**src/shared/ibr_pkg.sv**
```systemverilog
// Constants for the two-wire bit-rate generator and boot reader
// Behaviour
// Bit clock is platform clock, prescaled, then divided
// Codes 0x00-0x0F pick divisors 384 to 3840
// Codes 0x10-0x1F pick divisors 4608 to 61440
// Codes 0x20-0x2A pick divisors 256 to 896
// Codes 0x2B-0x3F pick divisors 1024 to 32768
// First data register read is a dummy
// Boot strap makes controller read EEPROM configuration
// Boot accesses use platform clock divided by 3840
// Divider code resets to zero, writable any time
package ibr_pkg;

  // ****************************************************************
  // Register map, word aligned byte addresses
  // ****************************************************************
  localparam logic [7:0] IBR_DIV_OFS  = 8'h00;
  localparam logic [7:0] IBR_CTL_OFS  = 8'h04;
  localparam logic [7:0] IBR_STAT_OFS = 8'h08;
  localparam logic [7:0] IBR_DATA_OFS = 8'h0C;

  // Field positions and reset values
  localparam int          IBR_CTL_GO     = 0;
  localparam int          IBR_STAT_BUSY  = 0;
  localparam int          IBR_STAT_BOOT  = 1;
  localparam int          IBR_STAT_NACK  = 2;
  localparam logic [5:0]  IBR_DIV_RST    = 6'h00;
  localparam logic [6:0]  IBR_ADDR_RST   = 7'h00;
  localparam logic [7:0]  IBR_DATA_RST   = 8'h00;

  // ****************************************************************
  // Clock division
  // ****************************************************************
  localparam logic [1:0]  IBR_PRE_THIRD  = 2'h3;
  localparam logic [1:0]  IBR_PRE_HALF   = 2'h2;
  localparam logic [15:0] IBR_BOOT_DIV   = 16'hF00;
  localparam logic [15:0] IBR_BOOT_QTR   = IBR_BOOT_DIV >> 2;
  localparam logic [1:0]  IBR_BOOT_MODE  = 2'h2;

  // Divisor per 6-bit code
  localparam logic [15:0] IBR_DIV_TABLE [0:63] = '{
    16'h0180, 16'h01A0, 16'h01E0, 16'h0240, 16'h0280, 16'h02C0,
    16'h0340, 16'h0400, 16'h0480, 16'h0500, 16'h0600, 16'h0780,
    16'h0900, 16'h0A00, 16'h0C00, 16'h0F00,
    16'h1200, 16'h1400, 16'h1800, 16'h1E00, 16'h2400, 16'h2800,
    16'h3000, 16'h3C00, 16'h4800, 16'h5000, 16'h6000, 16'h7800,
    16'h9000, 16'hA000, 16'hC000, 16'hF000,
    16'h0100, 16'h0120, 16'h0140, 16'h0160, 16'h0180, 16'h01C0,
    16'h0200, 16'h0240, 16'h0280, 16'h0300, 16'h0380,
    16'h0400, 16'h0500, 16'h0600, 16'h0700, 16'h0800, 16'h0A00,
    16'h0C00, 16'h0E00, 16'h1000, 16'h1400, 16'h1800, 16'h1C00,
    16'h2000, 16'h2800, 16'h3000, 16'h3800, 16'h4000, 16'h5000,
    16'h6000, 16'h7000, 16'h8000
  };

  // Transfer sequencer states
  typedef enum logic [1:0] {
    IBR_IDLE,
    IBR_START,
    IBR_BITS,
    IBR_STOP
  } ibr_state_e;

endpackage

```
**src/verilog/ibr_core.sv**
```systemverilog
// Two-wire bit-rate generator, byte reader and boot EEPROM reader
//
// Added by the designer: the register offsets and the Wishbone register port.
`timescale 1ns/1ps
module ibr_core
#(
  parameter int         BOOT_BYTES = 4,
  parameter logic [6:0] BOOT_ADDR  = 7'h50
)
(
  input  wire logic                    clk_i,
  input  wire logic                    rst_i,
  input  wire logic                    wb_cyc_i,
  input  wire logic                    wb_stb_i,
  input  wire logic                    wb_we_i,
  input  wire logic [7:0]              wb_adr_i,
  input  wire logic [3:0]              wb_sel_i,
  input  wire logic [31:0]             wb_dat_i,
  output logic      [31:0]             wb_dat_o,
  output logic                         wb_ack_o,
  input  wire logic                    sec_ratio_strap_i,
  input  wire logic [1:0]              boot_seq_strap_i,
  input  wire logic                    first_bus_clock_pin_i,
  output logic                         first_bus_clock_pin_o,
  output logic                         first_bus_clock_pin_oe_o,
  input  wire logic                    first_bus_data_pin_i,
  output logic                         first_bus_data_pin_o,
  output logic                         first_bus_data_pin_oe_o,
  output logic      [BOOT_BYTES*8-1:0] boot_cfg_o,
  output logic                         boot_done_o
);
  import ibr_pkg::*;

  // Sizes and state shared by the processes below
  localparam int CFG_W = BOOT_BYTES * 8;
  logic        strap_taken, third_sel, boot_kick, boot_done_o_q;
  logic        go, nack_clr, nack, nack_evt, pre_tick, qtick;
  logic        addr_phase, ack_bit, boot_act, sw_pend, req;
  logic [1:0]  pre_cnt, pre_max, q;
  logic [3:0]  bit_cnt;
  logic [5:0]  div_code;
  logic [6:0]  slave_addr;
  logic [7:0]  rx_byte, rd_hold, rx_sh, bytes_left;
  logic [8:0]  tx_sh;
  logic [15:0] quarter, div_cnt;
  ibr_state_e  state;

  // Pins are open drain: only ever pull low
  assign first_bus_clock_pin_o = 1'b0;
  assign first_bus_data_pin_o  = 1'b0;
  assign boot_done_o           = boot_done_o_q;

  // ****************************************************************
  // Strap capture and bit-rate generation
  // ****************************************************************
  // Straps caught once, on the first edge after reset release
  always_ff @(posedge clk_i)
  begin
    strap_taken <= !rst_i;
    boot_kick   <= !rst_i && !strap_taken
                   && (boot_seq_strap_i == IBR_BOOT_MODE);
    if (rst_i)
      third_sel <= 1'b1;
    else if (!strap_taken)
      third_sel <= sec_ratio_strap_i;
  end

  // Boot uses a fixed divider, ignoring software and prescale
  always_comb
  begin
    pre_max = third_sel ? IBR_PRE_THIRD : IBR_PRE_HALF;
    quarter = boot_act ? IBR_BOOT_QTR
                       : (IBR_DIV_TABLE[div_code] >> 2);
    pre_tick = boot_act || (pre_cnt >= pre_max - 2'h1);
    qtick    = pre_tick && (div_cnt >= quarter - 16'h0001);
  end

  // Prescaler by three or two
  always_ff @(posedge clk_i)
  begin
    if (rst_i || pre_tick)
      pre_cnt <= 2'h0;
    else
      pre_cnt <= pre_cnt + 2'h1;
  end

  // Quarter-bit counter; >= compare lets a smaller code act at once
  always_ff @(posedge clk_i)
  begin
    if (rst_i || qtick)
      div_cnt <= 16'h0000;
    else if (pre_tick)
      div_cnt <= div_cnt + 16'h0001;
  end

  // ****************************************************************
  // Transfer sequencer
  // ****************************************************************
  // Start, address, data bytes with ack, stop; one step per quarter
  always_ff @(posedge clk_i)
  begin
    if (rst_i)
    begin
      state                    <= IBR_IDLE;
      q                        <= 2'h0;
      bit_cnt                  <= 4'h0;
      tx_sh                    <= 9'h1FF;
      rx_sh                    <= 8'h00;
      rx_byte                  <= IBR_DATA_RST;
      bytes_left               <= 8'h00;
      addr_phase               <= 1'b0;
      ack_bit                  <= 1'b0;
      boot_act                 <= 1'b0;
      boot_done_o_q            <= 1'b0;
      sw_pend                  <= 1'b0;
      nack_evt                 <= 1'b0;
      boot_cfg_o               <= '0;
      first_bus_clock_pin_oe_o <= 1'b0;
      first_bus_data_pin_oe_o  <= 1'b0;
    end
    else
    begin
      nack_evt <= 1'b0;
      if (boot_kick)
        boot_act <= 1'b1;
      if (go)
        sw_pend <= 1'b1;
      if (qtick)
      begin
        case (state)
          IBR_IDLE:
          begin
            first_bus_clock_pin_oe_o <= 1'b0;
            first_bus_data_pin_oe_o  <= 1'b0;
            if (boot_act || sw_pend)
            begin
              // Boot reads its whole image, software one byte
              tx_sh      <= {boot_act ? BOOT_ADDR : slave_addr, 2'b11};
              bytes_left <= boot_act ? 8'(BOOT_BYTES) : 8'h01;
              addr_phase <= 1'b1;
              sw_pend    <= boot_act ? sw_pend : 1'b0;
              q          <= 2'h0;
              state      <= IBR_START;
            end
          end
          IBR_START:
          begin
            q <= q + 2'h1;
            if (q == 2'h0)
              first_bus_data_pin_oe_o <= 1'b1;
            else
            begin
              first_bus_clock_pin_oe_o <= 1'b1;
              bit_cnt                  <= 4'h0;
              q                        <= 2'h0;
              state                    <= IBR_BITS;
            end
          end
          IBR_BITS:
          begin
            q <= q + 2'h1;
            case (q)
              2'h0: first_bus_data_pin_oe_o  <= ~tx_sh[8];
              2'h1: first_bus_clock_pin_oe_o <= 1'b0;
              2'h2:
              begin
                if (bit_cnt == 4'h8)
                  ack_bit <= first_bus_data_pin_i;
                else
                  rx_sh <= {rx_sh[6:0], first_bus_data_pin_i};
              end
              default:
              begin
                first_bus_clock_pin_oe_o <= 1'b1;
                tx_sh                    <= {tx_sh[7:0], 1'b1};
                bit_cnt                  <= bit_cnt + 4'h1;
                if (bit_cnt == 4'h8)
                begin
                  bit_cnt <= 4'h0;
                  if (addr_phase)
                  begin
                    addr_phase <= 1'b0;
                    tx_sh      <= {8'hFF, bytes_left == 8'h01};
                    if (ack_bit)
                    begin
                      nack_evt <= 1'b1;
                      state    <= IBR_STOP;
                    end
                  end
                  else
                  begin
                    rx_byte    <= rx_sh;
                    bytes_left <= bytes_left - 8'h01;
                    tx_sh      <= {8'hFF, bytes_left == 8'h02};
                    if (boot_act)
                      boot_cfg_o <= CFG_W'({boot_cfg_o, rx_sh});
                    if (bytes_left == 8'h01)
                      state <= IBR_STOP;
                  end
                end
              end
            endcase
          end
          IBR_STOP:
          begin
            q <= q + 2'h1;
            case (q)
              2'h0: first_bus_data_pin_oe_o  <= 1'b1;
              2'h1: first_bus_clock_pin_oe_o <= 1'b0;
              2'h2: first_bus_data_pin_oe_o  <= 1'b0;
              default:
              begin
                state <= IBR_IDLE;
                if (boot_act)
                begin
                  boot_act      <= 1'b0;
                  boot_done_o_q <= 1'b1;
                end
              end
            endcase
          end
          default: state <= IBR_IDLE;
        endcase
      end
    end
  end

  // ****************************************************************
  // Wishbone slave
  // ****************************************************************
  assign req = wb_cyc_i && wb_stb_i && !wb_ack_o;

  // Answer one cycle after the request; unmapped reads give zero
  always_ff @(posedge clk_i)
  begin
    if (rst_i)
    begin
      wb_ack_o <= 1'b0;
      wb_dat_o <= 32'h0000_0000;
    end
    else
    begin
      wb_ack_o <= req;
      if (req)
      begin
        case ({wb_adr_i[7:2], 2'b00})
          IBR_DIV_OFS:  wb_dat_o <= {26'h0, div_code};
          IBR_CTL_OFS:  wb_dat_o <= {24'h0, slave_addr, sw_pend};
          IBR_STAT_OFS: wb_dat_o <= {29'h0, nack, boot_done_o_q,
                                     state != IBR_IDLE};
          IBR_DATA_OFS: wb_dat_o <= {24'h0, rd_hold};
          default:      wb_dat_o <= 32'h0000_0000;
        endcase
      end
    end
  end

  // Writes land on the acknowledging edge, low byte lane only
  always_ff @(posedge clk_i)
  begin
    if (rst_i)
    begin
      div_code   <= IBR_DIV_RST;
      slave_addr <= IBR_ADDR_RST;
      go         <= 1'b0;
      nack_clr   <= 1'b0;
    end
    else
    begin
      go       <= 1'b0;
      nack_clr <= 1'b0;
      if (wb_cyc_i && wb_stb_i && wb_ack_o && wb_we_i && wb_sel_i[0])
      begin
        case ({wb_adr_i[7:2], 2'b00})
          IBR_DIV_OFS: div_code <= wb_dat_i[5:0];
          IBR_CTL_OFS:
          begin
            slave_addr <= wb_dat_i[7:1];
            go         <= wb_dat_i[IBR_CTL_GO];
          end
          IBR_STAT_OFS: nack_clr <= wb_dat_i[IBR_STAT_NACK];
          default: ;
        endcase
      end
    end
  end

  // Data reads return the byte held from the previous read
  always_ff @(posedge clk_i)
  begin
    if (rst_i)
      rd_hold <= IBR_DATA_RST;
    else if (wb_cyc_i && wb_stb_i && wb_ack_o && !wb_we_i
             && {wb_adr_i[7:2], 2'b00} == IBR_DATA_OFS)
      rd_hold <= rx_byte;
  end

  // Address nack is sticky; a fresh nack beats the clear
  always_ff @(posedge clk_i)
  begin
    if (rst_i)
      nack <= 1'b0;
    else if (nack_evt)
      nack <= 1'b1;
    else if (nack_clr)
      nack <= 1'b0;
  end

  // ****************************************************************
  // Assertions
  // ****************************************************************
  logic [16:0] gap, expect_gap, expect_q;
  logic        gap_ok, first_rd;
  assign expect_gap = boot_act ? {1'b0, quarter} : 17'(pre_max * quarter);

  // Helper: cycles between quarter ticks with a stable setting
  always_ff @(posedge clk_i)
  begin
    if (rst_i)
    begin
      gap      <= 17'h00001;
      gap_ok   <= 1'b0;
      expect_q <= 17'h00000;
      first_rd <= 1'b1;
    end
    else
    begin
      expect_q <= expect_gap;
      gap      <= qtick ? 17'h00001 : gap + 17'h00001;
      if (qtick)
        gap_ok <= 1'b1;
      else if (expect_gap != expect_q)
        gap_ok <= 1'b0;
      if (wb_ack_o && !wb_we_i && {wb_adr_i[7:2], 2'b00} == IBR_DATA_OFS)
        first_rd <= 1'b0;
    end
  end
endmodule

```
**config.mk**
```make
export PLATFORM = sky130hd
export DESIGN_NAME = ibr_core
export DESIGN_NICKNAME = d
export VERILOG_FILES = /design/src/shared/ibr_pkg.sv /design/src/verilog/ibr_core.sv
export SDC_FILE = /design/constraint.sdc
export NUM_CORES = 1
export LEC_CHECK = 0
export BUFFER_PORTS_ARGS = -buffer_cell sky130_fd_sc_hd__buf_2
export CORE_MARGIN = 3
export CORE_UTILIZATION = 55
export DETAILED_ROUTE_END_ITERATION = 8
export HOLD_SLACK_MARGIN = 0.02
export PLACE_DENSITY = 0.79
export SYNTH_ARGS = -nofsm -noshare
export SYNTH_HDL_FRONTEND = slang
export SYNTH_SLANG_ARGS = --single-unit
```
**constraint.sdc**
```tcl
create_clock -name clk_i -period 5.1 [get_ports clk_i]
set_input_delay 1.02 -clock clk_i [delete_from_list [all_inputs] [get_ports clk_i]]
set_output_delay 1.02 -clock clk_i [all_outputs]
set_load 0.05 [all_outputs]
```
==> results.py <==
metrics = {
    "detailed_routing": {
        "viasPerCell": 5.599,
        "remaining_drc_errors": 0,
        "vias": 6047,
        "ant_nets": 0,
        "first_iter_violations": 524,
        "drt_pass1_iterations": 5,
        "totalWireLength_um": 15810,
        "wl_per_cell_um": 14.64,
    },
    "logic_synthesis": {
        "ys_warn_count": 0,
        "syn_area_um2": 7141,
        "yosys.area.top_type": "dfxtp_1",
        "syn_area_per_cell_um2": 8.391,
        "synth_top_area_share_pct": 37.85,
        "synth_area_leaders": "dfxtp_1 (38%), mux2i_1 (7.0%), nand2_1 (6.0%), nor2_1 (5.8%), ha_1 (5.8%)",
        "synth_ff_type": "dfxtp_1",
        "synthCells": 851,
        "synth_cell_type_count": 66,
        "synth-seq-cells": 135,
        "ys_seq_area_share_pct": 37.85,
        "synthArstFlopShare_pct": 0,
        "synth_edf_count": 0,
    },
    "critical_path": {
        "rrSetupSlack_ns": 0.57,
        "rr_startpoint": "div_code[3]$_SDFFE_PP0P_",
        "r2r_end": "rx_byte[7]$_SDFFE_PP0P_",
        "arrival_ns": 4.81,
        "worstRegToRegCells": 13,
        "crit_path_start_kind": "flop",
        "crit_required_ns": 5.38,
        "cp_max_fo": 26,
        "crit_path_end_kind": "flop",
        "path_class": "reg2reg",
    },
    "min_path": {
        "hp-start": "strap_taken$_DFF_P_",
        "hp-class": "reg2reg",
        "holdPathEnd": "boot_kick$_DFF_P_",
        "holdPathStages": 1,
    },
    "placement": {
        "hpwl_um": 10740,
        "port_buffers": 67,
        "gp_congestion": 0.8461,
    },
    "floorplan": {
        "die_w_um": 119.9,
        "die_h_um": 119.9,
        "core_um2": 12360,
        "start_util_pct": 57.76,
        "die_area_um2": 14390,
        "io_pins": 124,
        "std_cell_rows": 40,
    },
    "cts": {
        "cts_tree": "built",
        "cts_buffers": 17,
        "root_buffer": "clkbuf_16",
        "post-cts-setup-buffer-count": 0,
        "clock_latency_ns": 0.42,
        "path_clk_slew_ns": 0.06,
        "cts-resized-gates": 0,
        "cts_max_level": 4,
        "postCtsHoldBufs": 0,
        "clkSinkCount": 135,
        "cts_buffer_depth": 2,
    },
    "power_and_ir_drop": {
        "power_leakage_nw": 3.170,
        "p_switching_uw": 586.6,
        "p_int_mw": 1.787,
        "pwr-share-clk_pct": 49.0,
        "seqPwrFrac_pct": 45.2,
        "p_comb_share_pct": 5.8,
        "p_sw_share_pct": 24.71,
        "pwr_density_cell_nw_per_um2": 295.1,
        "ir_drop_mv": 0.1806,
    },
    "sta": {
        "fin_hold_ws_ns": 0.4495,
        "max_freq_mhz": 220.6,
        "tns_ns": 0,
        "tightest_slew_ns": 1.040,
        "relSlewSlack_pct": 30.64,
        "finalCriticalPeriod_ns": 4.533,
        "fin_skew_ns": 0.008840,
        "finalSetupViolCount": 0,
        "slew_violations": 0,
        "hold_viol": 0,
        "post-route-period-util_pct": 88.89,
        "rsz0062_at_grt": "false",
    },
    "final_layout": {
        "area_growth_pct": 12.65,
        "nets": 986,
        "layout_commonest_cell": "dfxtp_1",
        "n_fill_cell": 1063,
        "final_cell_mix": "dfxtp_1 (135), nand2_1 (115), nor2_1 (111)",
        "drive_above_1_share_pct": 14.91,
        "num_antenna_cells": 0,
    },
    "global_routing": {
        "first_global_vias": 5571,
        "grt_use_total_pct": 22.41,
        "overflow": 0,
        "antenna_found_initial": 0,
        "grt_max_degree": 103,
        "grt_pass1_wl_um": 26850,
    },
    "outcome": {
        "status": "completed",
    },
    "flow_run": {
        "maxCapViolations": 0,
    },
}
worst max-delay path, stage by stage (launching register included):
cell and delay, ns:
dfxtp_1 0.83, nand2b_1 0.30, a311oi_1 0.12, o31ai_1 0.39, nand4_1 0.24, nor3_1 0.31, nand2_1 0.14, ha_1 0.33
nand2_2 0.09, o21ai_0 0.41, a221oi_4 0.16, nor4_4 0.70, mux2i_1 0.30, nor2_1 0.05
logic make-up after synthesis:
logic type / count (synthesis) / share of synthesized area, %
multiplexers: 56 / 8.428
AO/OA/AOI/OAI: 157 / 14.46
XOR/XNOR: 25 / 3.066
AND/OR/NAND/NOR: 347 / 23.51
flip-flops: 135 / 37.85
adder cells (fa/ha/maj): 33 / 5.782
buffers and inverters: 97 / 6.851
other: 1 / 0.05252
registers in the layout, summed over array words and instances (netlist names), 2 cells and up:
name,count
tx_sh,9
rd_hold,8
boot_cfg_o,32
pre_cnt,2
bit_cnt,4
div_code,6
rx_byte,8
slave_addr,7
bytes_left,8
q,2
state,2
rx_sh,8
div_cnt,16
wb_dat_o,8
power by group through the flow:
stage	Clock, mW	Combinational (mW)	Sequential [mW]
2_1_floorplan	0	0.123	1.09
4_1_cts	1.18	0.138	1.07
6_report	1.16	0.138	1.07
3_5_place_dp	0	0.137	1.10
3_3_place_gp	0	0.135	1.09
5_1_grt	1.22	0.151	1.07
synth_stat cells (3+ instances only):
library cell  instances
clkbuf_1             33
xor2_1               10
inv_1                21
o311ai_0              3
nand2_1             115
nor4b_1               4
and3_1                7
dfxtp_1             135
mux2i_1              50
nor3_1               18
nor3b_1               4
mux4_2                3
a211oi_1              7
a32o_1                3
xnor2_1              15
nand4_1               9
nand2b_1             16
o31ai_1               4
nand3_1              13
a211o_1               9
o21ai_0              29
nor2b_1              11
a21oi_1              64
ha_1                 33
a31oi_1               3
nor4_1                5
nand3b_1              3
mux2_2                3
a22oi_1               7
nor4_4                3
o32ai_1               6
buf_4                29
nor2_1              111
or3b_2                5
or3_1                12
buf_2                13
worst max-delay path by stage:
| stage | startpoint | endpoint | slack (ns) | cells past startpoint |
|---|---|---|---|---|
| after floorplan | div_code[0]$_SDFFE_PP0P_ | rx_byte[1]$_SDFFE_PP0P_ | 1.30 | 15 |
| after global placement | div_code[3]$_SDFFE_PP0P_ | rx_byte[6]$_SDFFE_PP0P_ | 0.74 | 13 |
| after detailed placement | div_code[3]$_SDFFE_PP0P_ | rx_byte[4]$_SDFFE_PP0P_ | 0.63 | 13 |
| after CTS | div_code[3]$_SDFFE_PP0P_ | rx_byte[2]$_SDFFE_PP0P_ | 0.59 | 13 |
| after global routing | div_code[3]$_SDFFE_PP0P_ | rx_byte[3]$_SDFFE_PP0P_ | 0.13 | 13 |
| final | div_code[3]$_SDFFE_PP0P_ | rx_byte[7]$_SDFFE_PP0P_ | 0.57 | 13 |
cell type report:
class	instances	area (um2)	share of cell area [%]
multi-input combinational	644	4055	50.41
sequential	135	2703	33.60
clock buffer	20	446.7	5.553
timing repair buffer	79	427.9	5.320
tap	168	210.2	2.613
clock inverter	12	118.9	1.478
inverter	22	82.58	1.027
layer usage:
metal | vias to the layer above | track usage, % | part of all wire (%)
met5 | - | 0 | 0
met4 | 0 | 6.943 | 1.3
met3 | 20 | 5.514 | 5.1
met2 | 160 | 35.48 | 46
met1 | 2837 | 30.19 | 47
li1 | 3030 | - | -
through the flow:
step | power (mW) | utilization [%] | setup WS [ns] | instance area (um2) | std cells
2_1_floorplan | 1.217 | - | 1.298 | 7234 | 876
3_3_place_gp | 1.230 | 60.50 | 0.7369 | 7478 | 1048
3_5_place_dp | 1.233 | 60.50 | 0.6334 | 7478 | 1048
4_1_cts | 2.388 | 65.07 | 0.5950 | 8044 | 1080
5_1_grt | 2.445 | 65.07 | 0.1290 | 8044 | 1080
6_report | 2.374 | 65.07 | 0.5665 | 8044 | 1080
No activity file was read; power rests on OpenSTA's default activity.
